==> src/pioxb_pkg.sv <==
// Port I/O crossbar constants
package pioxb_pkg;

    // SFR addresses
    localparam logic [7:0] PORT0_DATA_ADDR  = 8'h80;
    localparam logic [7:0] PORT1_DATA_ADDR  = 8'h90;
    localparam logic [7:0] PORT2_DATA_ADDR  = 8'hA0;
    localparam logic [7:0] PORT3_DATA_ADDR  = 8'hB0;
    localparam logic [7:0] PORT4_DATA_ADDR  = 8'hC7;
    localparam logic [7:0] PORT0_SKIP_ADDR  = 8'hD4;
    localparam logic [7:0] PORT1_SKIP_ADDR  = 8'hD5;
    localparam logic [7:0] PORT2_SKIP_ADDR  = 8'hD6;
    localparam logic [7:0] PORT3_SKIP_ADDR  = 8'hD7;
    localparam logic [7:0] IN_MODE_BASE     = 8'hF1;
    localparam logic [7:0] OUT_MODE_BASE    = 8'hA4;
    localparam logic [7:0] ROUTE0_ADDR      = 8'hE1;
    localparam logic [7:0] ROUTE1_ADDR      = 8'hE2;
    localparam logic [7:0] ROUTE2_ADDR      = 8'hE3;
    localparam logic [7:0] ROUTE3_ADDR      = 8'hC6;

    // Field positions in the third routing select register
    localparam int XBAR_EN_POS   = 6;
    localparam int WEAK_PUD_POS  = 7;

    // Reset values
    localparam logic [7:0] DATA_RST      = 8'hFF;
    localparam logic [7:0] SKIP_RST      = 8'h00;
    localparam logic [7:0] IN_MODE_RST   = 8'hFF;
    localparam logic [7:0] OUT_MODE_RST  = 8'h00;
    localparam logic [7:0] ROUTE_RST     = 8'h00;

    // Geometry
    localparam int NPORT       = 5;
    localparam int NXPIN       = 32;
    localparam int NFUNC       = 8;
    localparam int PIN_IDX_W   = 6;

    // Function slots; slots 0 and 1 are the SMBus data and clock
    localparam int FN_SDA      = 0;
    localparam int FN_SCL      = 1;

endpackage

==> src/pioxb_prio.sv <==
// Priority crossbar decoder: assigns functions to free pins
`timescale 1ns/1ps
module pioxb_prio
    import pioxb_pkg::*;
(
    input  wire logic [NFUNC-1:0]     fn_en_i,   // Enabled functions
    input  wire logic [NXPIN-1:0]     skip_i,    // Skipped pins
    output logic      [NXPIN-1:0]     own_o,     // Pin owned by a function
    output logic      [NXPIN*3-1:0]   fn_sel_o   // Owning function per pin
);

    always_comb begin
        logic [NXPIN-1:0] taken;
        logic             done;
        done     = 1'b0;
        taken    = skip_i;
        own_o    = '0;
        fn_sel_o = '0;
        for (int f = 0; f < NFUNC; f++) begin
            done = 1'b0;
            for (int p = 0; p < NXPIN; p++) begin
                if (fn_en_i[f] && !done && !taken[p]) begin
                    taken[p]            = 1'b1;
                    own_o[p]            = 1'b1;
                    fn_sel_o[p*3 +: 3]  = 3'(f);
                    done                = 1'b1;
                end
            end
        end
    end

endmodule

==> src/pioxb_top.sv <==
// Port I/O block with data latches, modes, pull-ups and crossbar
`timescale 1ns/1ps
// What this block does
// - Port data reads return pin levels regardless of routing.
// - Port 4 is digital only and never routed by the crossbar.
// - Each pin's output mode bit selects open-drain or push-pull.
// - Analog pins lose pull-up, output driver and input receiver.
// - Input mode bit 1 is digital, 0 analog; reset digital.
// - SMBus data and clock pins always drive open-drain.
// - Pull-up disable low enables pull-ups on open-drain pins.
// - Pull-up is off on any pin actively driving low.
// - Routing works only after crossbar enable is written to 1.
// - All output drivers are off while crossbar is disabled.
// - A data register write is held in the output latch.
// - Read-modify-write accesses read the latch, not the pins.
// - Data registers are bit and byte addressable, port 4 byte only.
// - Ports 0 to 3 have skip registers; 1 skips; reset 0.
// - Enabled functions go to pins by a fixed priority decoder.
// - Data bit 0 drives low, 1 high; latches reset to ones.
module pioxb_top
    import pioxb_pkg::*;
(
    input  wire logic                 core_clk_i,   // System clock
    input  wire logic                 reset_n_i,    // Sync reset, low
    input  wire logic                 sfr_wr_i,     // SFR write strobe
    input  wire logic                 sfr_rd_i,     // SFR read strobe
    input  wire logic                 sfr_bit_i,    // Bit access
    input  wire logic                 sfr_rmw_i,    // Read-modify-write
    input  wire logic [7:0]           sfr_addr_i,   // SFR address
    input  wire logic [2:0]           sfr_bitsel_i, // Bit number
    input  wire logic [7:0]           sfr_wdata_i,  // Write data
    output logic      [7:0]           sfr_rdata_o,  // Read data
    output logic                      sfr_hit_o,    // Address decoded
    input  wire logic [NFUNC-1:0]     fn_out_i,     // Peripheral outputs
    output logic      [NFUNC-1:0]     fn_in_o,      // Peripheral inputs
    input  wire logic [NPORT*8-1:0]   pin_i,        // Pin levels
    output logic      [NPORT*8-1:0]   pin_o,        // Pin drive value
    output logic      [NPORT*8-1:0]   pin_oe_o,     // Pin driver on
    output logic      [NPORT*8-1:0]   pull_en_o,    // Weak pull-up on
    output logic      [NPORT*8-1:0]   dig_in_en_o   // Digital receiver on
);

    ////////////////////////////////////////////////////////////////////
    // Registers

    localparam int NPIN = NPORT * 8;

    logic [7:0]        data_ff   [NPORT];
    logic [7:0]        skip_ff   [NPORT-1];
    logic [7:0]        inmode_ff [NPORT-1];
    logic [7:0]        outmode_ff[NPORT];
    logic [7:0]        route_ff  [4];
    logic [NPIN-1:0]   sync1_ff;
    logic [NPIN-1:0]   sync2_ff;
    logic [NPIN-1:0]   sync3_ff;
    logic [NPIN-1:0]   pin_lvl_ff;

    // Byte or bit merge of write data into a register
    function automatic logic [7:0] merge(input logic [7:0] old,
                                         input logic       bitacc,
                                         input logic [2:0] sel,
                                         input logic [7:0] wd);
        logic [7:0] r;
        r = old;
        if (bitacc) begin
            r[sel] = wd[0];
        end else begin
            r = wd;
        end
        return r;
    endfunction

    // Address range check; returns 1 on hit
    function automatic logic in_range(input logic [7:0] a,
                                      input logic [7:0] base,
                                      input int         n);
        return (a >= base) && (a < base + 8'(n));
    endfunction

    logic xbar_en;
    logic weak_pud;
    assign xbar_en  = route_ff[2][XBAR_EN_POS];
    assign weak_pud = route_ff[2][WEAK_PUD_POS];

    logic [7:0] data_addr [NPORT];
    logic [7:0] skip_addr [NPORT-1];
    assign data_addr[0] = PORT0_DATA_ADDR;
    assign data_addr[1] = PORT1_DATA_ADDR;
    assign data_addr[2] = PORT2_DATA_ADDR;
    assign data_addr[3] = PORT3_DATA_ADDR;
    assign data_addr[4] = PORT4_DATA_ADDR;
    assign skip_addr[0] = PORT0_SKIP_ADDR;
    assign skip_addr[1] = PORT1_SKIP_ADDR;
    assign skip_addr[2] = PORT2_SKIP_ADDR;
    assign skip_addr[3] = PORT3_SKIP_ADDR;

    ////////////////////////////////////////////////////////////////////
    // Data latches

    always_ff @(posedge core_clk_i) begin
        if (!reset_n_i) begin
            for (int p = 0; p < NPORT; p++) begin
                data_ff[p] <= DATA_RST;
            end
        end else if (sfr_wr_i) begin
            for (int p = 0; p < NPORT; p++) begin
                if (sfr_addr_i == data_addr[p]) begin
                    if (p == NPORT - 1 && sfr_bit_i) begin
                        data_ff[p] <= data_ff[p];
                    end else begin
                        data_ff[p] <= merge(data_ff[p], sfr_bit_i,
                                            sfr_bitsel_i,
                                            sfr_wdata_i);
                    end
                end
            end
        end
    end

    ////////////////////////////////////////////////////////////////////
    // Configuration registers

    always_ff @(posedge core_clk_i) begin
        if (!reset_n_i) begin
            for (int p = 0; p < NPORT - 1; p++) begin
                skip_ff[p]   <= SKIP_RST;
                inmode_ff[p] <= IN_MODE_RST;
            end
        end else if (sfr_wr_i && !sfr_bit_i) begin
            for (int p = 0; p < NPORT - 1; p++) begin
                if (sfr_addr_i == skip_addr[p]) begin
                    skip_ff[p] <= sfr_wdata_i;
                end
                if (sfr_addr_i == IN_MODE_BASE + 8'(p)) begin
                    inmode_ff[p] <= sfr_wdata_i;
                end
            end
        end
    end

    always_ff @(posedge core_clk_i) begin
        if (!reset_n_i) begin
            for (int p = 0; p < NPORT; p++) begin
                outmode_ff[p] <= OUT_MODE_RST;
            end
            for (int r = 0; r < 4; r++) begin
                route_ff[r] <= ROUTE_RST;
            end
        end else if (sfr_wr_i && !sfr_bit_i) begin
            for (int p = 0; p < NPORT; p++) begin
                if (sfr_addr_i == OUT_MODE_BASE + 8'(p)) begin
                    outmode_ff[p] <= sfr_wdata_i;
                end
            end
            if (sfr_addr_i == ROUTE0_ADDR) route_ff[0] <= sfr_wdata_i;
            if (sfr_addr_i == ROUTE1_ADDR) route_ff[1] <= sfr_wdata_i;
            if (sfr_addr_i == ROUTE2_ADDR) route_ff[2] <= sfr_wdata_i;
            if (sfr_addr_i == ROUTE3_ADDR) route_ff[3] <= sfr_wdata_i;
        end
    end

    ////////////////////////////////////////////////////////////////////
    // Pin input synchroniser

    always_ff @(posedge core_clk_i) begin
        if (!reset_n_i) begin
            sync1_ff   <= '0;
            sync2_ff   <= '0;
            sync3_ff   <= '0;
            pin_lvl_ff <= '0;
        end else begin
            sync1_ff <= pin_i;
            sync2_ff <= sync1_ff;
            sync3_ff <= sync2_ff;
            for (int i = 0; i < NPIN; i++) begin
                if (sync2_ff[i] == sync3_ff[i]) begin
                    pin_lvl_ff[i] <= sync3_ff[i];
                end
            end
        end
    end

    ////////////////////////////////////////////////////////////////////
    // Crossbar

    logic [NXPIN-1:0]   skip_vec;
    logic [NXPIN-1:0]   own;
    logic [NXPIN*3-1:0] fn_sel;
    logic [NFUNC-1:0]   fn_en;
    logic [NPIN-1:0]    analog;
    logic [NPIN-1:0]    latch_vec;
    logic [NPIN-1:0]    pp_vec;
    logic [NPIN-1:0]    own_all;
    logic [NPIN*3-1:0]  sel_all;

    always_comb begin
        for (int p = 0; p < NPORT - 1; p++) begin
            skip_vec[p*8 +: 8] = skip_ff[p];
            analog[p*8 +: 8]   = ~inmode_ff[p];
        end
        analog[NPIN-1 -: 8] = 8'h00;
        for (int p = 0; p < NPORT; p++) begin
            latch_vec[p*8 +: 8] = data_ff[p];
            pp_vec[p*8 +: 8]    = outmode_ff[p];
        end
    end

    assign fn_en = xbar_en ? route_ff[0] : '0;

    pioxb_prio u_prio (
        .fn_en_i  (fn_en),
        .skip_i   (skip_vec),
        .own_o    (own),
        .fn_sel_o (fn_sel)
    );

    assign own_all = {8'h00, own};
    assign sel_all = {24'h000000, fn_sel};

    ////////////////////////////////////////////////////////////////////
    // Pin drivers

    logic [NPIN-1:0] nxt_pin;
    logic [NPIN-1:0] nxt_oe;
    logic [NPIN-1:0] nxt_pull;
    logic [NFUNC-1:0] nxt_fn_in;

    always_comb begin
        logic [2:0] f;
        logic       val;
        logic       od;
        f         = 3'h0;
        val       = 1'b0;
        od        = 1'b0;
        nxt_fn_in = '1;
        for (int i = 0; i < NPIN; i++) begin
            f   = 3'h0;
            val = latch_vec[i];
            od  = !pp_vec[i];
            if (own_all[i]) begin
                f   = sel_all[i*3 +: 3];
                val = fn_out_i[f];
                if (int'(f) == FN_SDA || int'(f) == FN_SCL) begin
                    od = 1'b1;
                end
                nxt_fn_in[f] = pin_lvl_ff[i];
            end
            nxt_pin[i] = val;
            nxt_oe[i]  = xbar_en && !analog[i]
                         && (!od || !val);
            nxt_pull[i] = !analog[i] && !weak_pud && od
                          && !(nxt_oe[i] && !val);
        end
    end

    always_ff @(posedge core_clk_i) begin
        if (!reset_n_i) begin
            pin_o       <= '1;
            pin_oe_o    <= '0;
            pull_en_o   <= '1;
            dig_in_en_o <= '1;
            fn_in_o     <= '1;
        end else begin
            pin_o       <= nxt_pin;
            pin_oe_o    <= nxt_oe;
            pull_en_o   <= nxt_pull;
            dig_in_en_o <= ~analog;
            fn_in_o     <= nxt_fn_in;
        end
    end

    ////////////////////////////////////////////////////////////////////
    // Read path

    logic [7:0] nxt_rdata;
    logic       nxt_hit;

    always_comb begin
        nxt_rdata = 8'h00;
        nxt_hit   = 1'b0;
        for (int p = 0; p < NPORT; p++) begin
            if (sfr_addr_i == data_addr[p]) begin
                nxt_hit   = 1'b1;
                nxt_rdata = sfr_rmw_i ? data_ff[p]
                          : pin_lvl_ff[p*8 +: 8];
            end
            if (sfr_addr_i == OUT_MODE_BASE + 8'(p)) begin
                nxt_hit   = 1'b1;
                nxt_rdata = outmode_ff[p];
            end
        end
        for (int p = 0; p < NPORT - 1; p++) begin
            if (sfr_addr_i == skip_addr[p]) begin
                nxt_hit   = 1'b1;
                nxt_rdata = skip_ff[p];
            end
            if (sfr_addr_i == IN_MODE_BASE + 8'(p)) begin
                nxt_hit   = 1'b1;
                nxt_rdata = inmode_ff[p];
            end
        end
        if (sfr_addr_i == ROUTE0_ADDR) begin
            nxt_hit = 1'b1;
            nxt_rdata = route_ff[0];
        end
        if (sfr_addr_i == ROUTE1_ADDR) begin
            nxt_hit = 1'b1;
            nxt_rdata = route_ff[1];
        end
        if (sfr_addr_i == ROUTE2_ADDR) begin
            nxt_hit = 1'b1;
            nxt_rdata = route_ff[2];
        end
        if (sfr_addr_i == ROUTE3_ADDR) begin
            nxt_hit = 1'b1;
            nxt_rdata = route_ff[3];
        end
        if (sfr_addr_i == PORT4_DATA_ADDR && sfr_bit_i) begin
            nxt_hit = 1'b0;
        end
    end

    always_ff @(posedge core_clk_i) begin
        if (!reset_n_i) begin
            sfr_rdata_o <= 8'h00;
            sfr_hit_o   <= 1'b0;
        end else begin
            sfr_rdata_o <= sfr_rd_i ? nxt_rdata : 8'h00;
            sfr_hit_o   <= (sfr_rd_i || sfr_wr_i) && nxt_hit;
        end
    end

endmodule

==> config.mk <==
export PLATFORM = sky130hd
export DESIGN_NAME = pioxb_top
export DESIGN_NICKNAME = d
export VERILOG_FILES = /design/src/pioxb_pkg.sv /design/src/pioxb_prio.sv /design/src/pioxb_top.sv
export SDC_FILE = /design/constraint.sdc
export NUM_CORES = 2
export LEC_CHECK = 0
export ABC_AREA = 0
export CORE_MARGIN = 1
export CORE_UTILIZATION = 60
export CTS_CLUSTER_SIZE = 12
export DETAILED_ROUTE_END_ITERATION = 8
export DONT_BUFFER_PORTS = 1
export HOLD_SLACK_MARGIN = 0.03
export PLACE_DENSITY = 0.77
export RECOVER_POWER = 100
export SLEW_MARGIN = 10
export SYNTH_ARGS = -nofsm -noshare
export SYNTH_HDL_FRONTEND = slang
export SYNTH_SLANG_ARGS = --single-unit
==> constraint.sdc <==
create_clock -name core_clk_i -period 18.1 [get_ports core_clk_i]
set_input_delay 0.905 -clock core_clk_i [delete_from_list [all_inputs] [get_ports core_clk_i]]
set_output_delay 0.905 -clock core_clk_i [all_outputs]
set_load 0.1 [all_outputs]
Yosys cells after proc, flatten, opt, wreduce, memory -nomap -nowiden:

Memories as Yosys holds them, arrays and structs flattened.
Index checks and enable logic that the tools add are counted.

* register bits: 337
* memory bits (writable): 176
* input bits: 73
* output and inout bits: 177
* memories kept: 5

Memories
* data_ff: depth 5, width 8, rd ports 5, clocked after Yosys merged registers in 0, wr ports 5, line pioxb_top.sv:48 `logic [7:0] data_ff [NPORT];`
* outmode_ff: depth 5, width 8, rd ports 5, clocked after Yosys merged registers in 0, wr ports 5, line pioxb_top.sv:51 `logic [7:0] outmode_ff[NPORT];`
* inmode_ff: depth 4, width 8, rd ports 4, clocked after Yosys merged registers in 0, wr ports 4, line pioxb_top.sv:50 `logic [7:0] inmode_ff [NPORT-1];`
* route_ff: depth 4, width 8, rd ports 4, clocked after Yosys merged registers in 0, wr ports 4, line pioxb_top.sv:52 `logic [7:0] route_ff [4];`
* skip_ff: depth 4, width 8, rd ports 4, clocked after Yosys merged registers in 0, wr ports 4, line pioxb_top.sv:49 `logic [7:0] skip_ff [NPORT-1];`

* magnitude comparators: 66
* equality and inequality tests: 94
* multiplexer cells: 1432
* bitwise operators: 30
* reductions and logical operators: 1560

Operators with widths (number)
* $mux W1: 1037
* $mux W8: 103
* $logic_and A1 B1 Y1: 764
* $logic_not A1 Y1: 690
* $mux W3: 128
* $bwmux W8: 35
* $eq A8 B8 Y1 const B: 22
* $lt A3 B4 Y1 const B: 33
* $mux W2: 64
* $demux W1 S3: 33
* $ge A3 B1 Y1 const B: 33
* $bmux W1 S3: 32
* $eq A3 B2 Y1 const B: 32
* $logic_not A3 Y1: 32
* $logic_or A1 B1 Y1: 73
* $eq A1 B1 Y1: 40
* $not A32 Y40: 1
* $not A8 Y8: 5
* $or A1 B1 Y1: 23
* $or A8 B8 Y8: 1
* $reduce_and A2 Y1: 1

Logic depth before layout (Yosys ltp):

An unclocked memory read counts as a cell.

* depth after elaboration: 159
* mapped depth: 31
* mapped depth without buffers: 22

By module:

A second synthesis with hierarchy kept.

* cells, all modules: 4411
* area total of the unflattened synthesis: 35501.5 um2

By module, submodules not included
* pioxb_top: times used 1, cells an instance 2835, area an instance 26158.8 um2, seq. area each 11871.4 um2
* pioxb_prio: times used 1, cells an instance 1576, area an instance 9342.7 um2, seq. area each 0.0 um2

Worst setup path after synthesis:

Ideal clock, no wire load.

* path type: flip-flop to flip-flop
* from: mem skip_ff[0][1]
* to: reg pull_en_o[31]
* arrival time: 6424 ps
* required time: 17972 ps
* path slack: 11549 ps
* stages on the path, launching flop included: 27
* path buffers: 4
* period minus slack after synthesis: 6551 ps
* cells stage by stage: edfxtp_1 buf_4 nand4_4 buf_6 nor3_4 and2_1 o21ai_2 or3_4 a211o_1 or4_1 buf_2 a211o_1 nor4_4 maj3_4 nand4_4 or4_4 or3_4 and2_1 buf_6 o21ai_2 nand2_1 a2111o_1 and2_1 and2_1 o311ai_1 a22oi_1 a2bb2oi_1

RTL lines
* from (decl): line pioxb_top.sv:49
* to (signal assigned): line pioxb_top.sv:266 `pull_en_o <= nxt_pull;`
* to (decl): line pioxb_top.sv:39 `output logic [NPORT*8-1:0] pull_en_o,`

==> impl_results.md <==
* Final WL at 138,000 um
* Critical path arrival at 14.28 ns
* Pleak at 0.0123 uW
* I/O pins at 250
* Hold buffers post-CTS at 0
* Synth unique cells at 119
* Total GRT Usage at 0.473
* Failing checks: max-capacitance violations, max-slew violations
* Pwr dens at 79.8 nW/um^2
* Sw Ratio at 0.315
* Clock Tree Root: clkbuf_16
* Required time of the critical path at 18.60 ns
* Clock Sink Count at 505
* CTS clk-pin slew, worst paths at 0.06 ns
* Largest net degree at the start of global routing at 243
* Vias at 34,400
* Worst vdd ir at 0.0000923 V
* Final #Nets at 4,005
* Core box area at 54,200 um^2
* Clk pwr share at 0.377
* Worst clock skew at 0.0648 ns
* Post-route core utilization at 0.640
* Sequential share of power at 0.504
* Ys Warns at 0
* Met2 GRT Util at 0.692
* Mapped Area at 33,200 um^2
* Vias in the first global route at 31,300
* Setup TNS at 0 ns
* Hold Path Class: input pin to register
* Fin. Hold Viols at 0
* Post_cts resized at 0
* Final ANT Viol Nets at 0
* Final Non-Filler Cells at 4,665
* Initial core utilization at 0.611
* Worst slew margin at -1.15
* Num CTS Buffers at 52
* Ys async rst share at 0
* Clk buf depth at 3
* Die Wd at 237 um
* Setup violators final at 0
* Critical Path Sink Type: register
* Status: finished, violations left
* Met1 Usage GRT at 0.586
* Sequential cell area fraction in the yosys report at 0.358
* DRT Pass-1 Iters at 8
* Standard-cell rows at 85
* Initial antenna violation count at 9
* Busiest layer in global routing: met2
* Iter 0 DRT Violations at 5,422
* Psw at 872 uW
* Cells after Synth at 4,094
* Worst skew pair latency at 0.67 ns
* H-tree Lvls at 2
* Synth Flop Type: dfxtp_1
* EDFF count, synth at 176
* Final global-route overflow total at 0
* Inst Count DP at 4,574
* Die area at 56,200 um^2
* Die Y at 237 um
* CTS tree: yes
* Layout area overhead at 4.74%
* RSZ-0062 raised after global routing: false
* Yosys reg bits at 505
* Max-cap viol count at 7
* Routed wire length per instance at 29.5 um
* Gp weighted congestion at 1.07
* GR Layer Usage met3 at 0.165
* Layout cells sized above 1 at 0.0661
* PortBufs at 0
* Avg Vias per Cell at 7.38
* Synthesized area per cell at 8.10 um^2
* Max Slew Vio Count at 189
* Int Power at 1900 uW
* Achievable frequency at 72.6 MHz
* Worst-path maximum fanout at 38
* First-pass GRT wire length at 200,000 um
* Dpl hpwl at 101,000 um
* Setup crit start kind: register
* Post-CTS setup buffers at 0
* Critical path type: register to register
* Minimum clock period at 13.77 ns
* Final Cycle Share at 0.761
* Worst Tran Pin Value at 3.23 ns
* Combinational share of power at 0.119
* DRC at 0
## metal layers
layer  routed length, um  share of wire  vias to the layer above
met4               11000          0.080                       10
li1                    -              -                    14900
met2               57400           0.42                     2794
met5                  62        0.00045                        -
met3               20500           0.15                      666
met1               48600           0.35                    16000
## power groups by stage
stage               Sequential, uW  Combinational [uW]  Clock, uW
floorplan                     1380                 259          0
global placement              1410                 316          0
detailed placement            1410                 316          0
CTS                           1390                 319       1050
global route                  1400                 350       1090
finish                        1400                 330       1050
## final cells by class
cell class,instances,area [um^2]
Fill cell,4738,19500
Inverter,83,312
Sequential cell,505,11900
Clock buffer,75,1450
Tap cell,696,871
Clock inverter,12,171
Multi-Input combinational cell,3231,19700
Antenna cell,4,10.0
Timing Repair Buffer,59,357
## path summary, 6_finish.rpt
kind,start,cells past startpoint,slack (ns),end
setup / recovery,route_ff[2][6],23,4.33,fn_in_o[0]
hold / removal,reset_n_i,1,0.34,dig_in_en_o[19]
setup reg to reg,route_ff[2][6],23,4.33,fn_in_o[0]
hold reg to reg,sync1_ff[14],1,0.43,sync2_ff[14]
## flip-flops by register name (all words and copies together), names as in the netlist
name / flops
data_ff: 40
dig_in_en_o: 32
fn_in_o: 8
inmode_ff: 32
outmode_ff: 40
pin_lvl_ff: 40
pin_o: 40
pin_oe_o: 40
pull_en_o: 40
route_ff: 32
sfr_hit_o: 1
sfr_rdata_o: 8
skip_ff: 32
sync1_ff: 40
sync2_ff: 40
sync3_ff: 40
## cell usage after synthesis (12+ instances only)
cell / instances / share of area
a2111oi_0: 19 / 0.0050
a32oi_1: 15 / 0.0040
o2111ai_1: 12 / 0.0032
o22ai_1: 50 / 0.0094
o31ai_1: 38 / 0.0086
a41oi_1: 12 / 0.0032
or4_1: 20 / 0.0045
mux2i_1: 144 / 0.043
inv_1: 81 / 0.0092
dfxtp_1: 329 / 0.20
clkbuf_1: 207 / 0.023
nand3_1: 97 / 0.015
buf_1: 15 / 0.0017
a31oi_1: 55 / 0.010
xnor2_1: 31 / 0.0082
nor2b_1: 22 / 0.0042
nand4_1: 35 / 0.0066
and3_1: 71 / 0.013
a221oi_1: 35 / 0.0092
mux2_2: 45 / 0.015
a21oi_1: 323 / 0.049
or2_2: 32 / 0.0060
maj3_1: 29 / 0.0088
a21o_1: 27 / 0.0061
a211oi_1: 59 / 0.013
o211ai_1: 54 / 0.012
buf_2: 35 / 0.0053
o21a_1: 25 / 0.0057
nand2_1: 461 / 0.052
a22oi_1: 27 / 0.0061
a41o_1: 27 / 0.0082
nor4_1: 31 / 0.0058
and2_1: 190 / 0.036
edfxtp_1: 176 / 0.16
nor3_1: 116 / 0.018
or3_1: 45 / 0.0085
nand2b_1: 71 / 0.013
o21ai_0: 290 / 0.044
o221ai_1: 18 / 0.0048
buf_4: 19 / 0.0043
a22o_1: 14 / 0.0037
o21ai_1: 31 / 0.0047
a211o_1: 15 / 0.0040
nor2_1: 365 / 0.041
## metrics by stage
stage | instance area [um^2] | total power, uW | setup slack (ns) | hold WS (ns)
floorplan | 33200 | 1640 | 11.55 | 0.412
global placement | 33300 | 1730 | 9.07 | 0.412
detailed placement | 33300 | 1730 | 8.78 | 0.419
CTS | 34900 | 2760 | 8.79 | 0.323
global route | 34700 | 2840 | 4.17 | 0.331
finish | 34700 | 2770 | 4.33 | 0.341
## critical path, cell delays in order (launching register included)
cell	delay, ns
edfxtp_1	0.33
clkbuf_1	1.38
clkbuf_1	1.96
o2111ai_1	1.09
nor3_1	0.79
a32oi_1	0.27
a22oi_1	0.46
nand2_1	0.26
a211oi_1	0.64
clkbuf_1	0.31
nand2_1	0.41
a311oi_1	0.75
nand3b_1	0.38
nor3_1	0.26
clkbuf_1	0.51
o21ai_0	0.24
and2_0	0.40
nor4_1	0.87
a21oi_1	0.27
o311ai_0	1.20
nor2_1	0.27
a31oi_1	0.23
o21ai_0	0.10
a21boi_0	0.17
## cells in the final DEF, fill, tap and decap left out, drive strengths merged, types with 19 or more instances in the layout
master / count
o211ai: 58
a221oi: 35
a31oi: 57
a211oi: 62
or3: 47
nand2b: 71
nor4: 39
mux2i: 144
nand3: 98
a22oi: 27
clkbuf: 98
a2111oi: 19
nor2: 368
a21oi: 327
nand4: 40
edfxtp: 176
o21a: 25
maj3: 34
o221ai: 19
dfxtp: 329
and2: 195
nor2b: 23
o22ai: 50
or2: 36
or4: 22
o31ai: 39
buf: 36
nor3: 126
and3: 71
nand2: 465
inv: 85
mux2: 48
o21ai: 327
xnor2: 31
a21o: 27
a41o: 27
## cell families (layout without fill, tap and decap cells)
| logic type | Yosys count | count (layout) | synth area share |
|---|---|---|---|
| adder cells (fa/ha/maj) | 34 | 34 | 0.0105 |
| other | 1 | 12 | 0.000113 |
| AND/OR/NAND/NOR | 1643 | 1643 | 0.250 |
| AO/OA/AOI/OAI | 1321 | 1321 | 0.266 |
| multiplexers | 192 | 192 | 0.0598 |
| flip-flops | 505 | 505 | 0.358 |
| buffers and inverters | 365 | 229 | 0.0462 |
| XOR/XNOR | 33 | 33 | 0.00872 |
No activity file was read; power rests on OpenSTA's default activity.
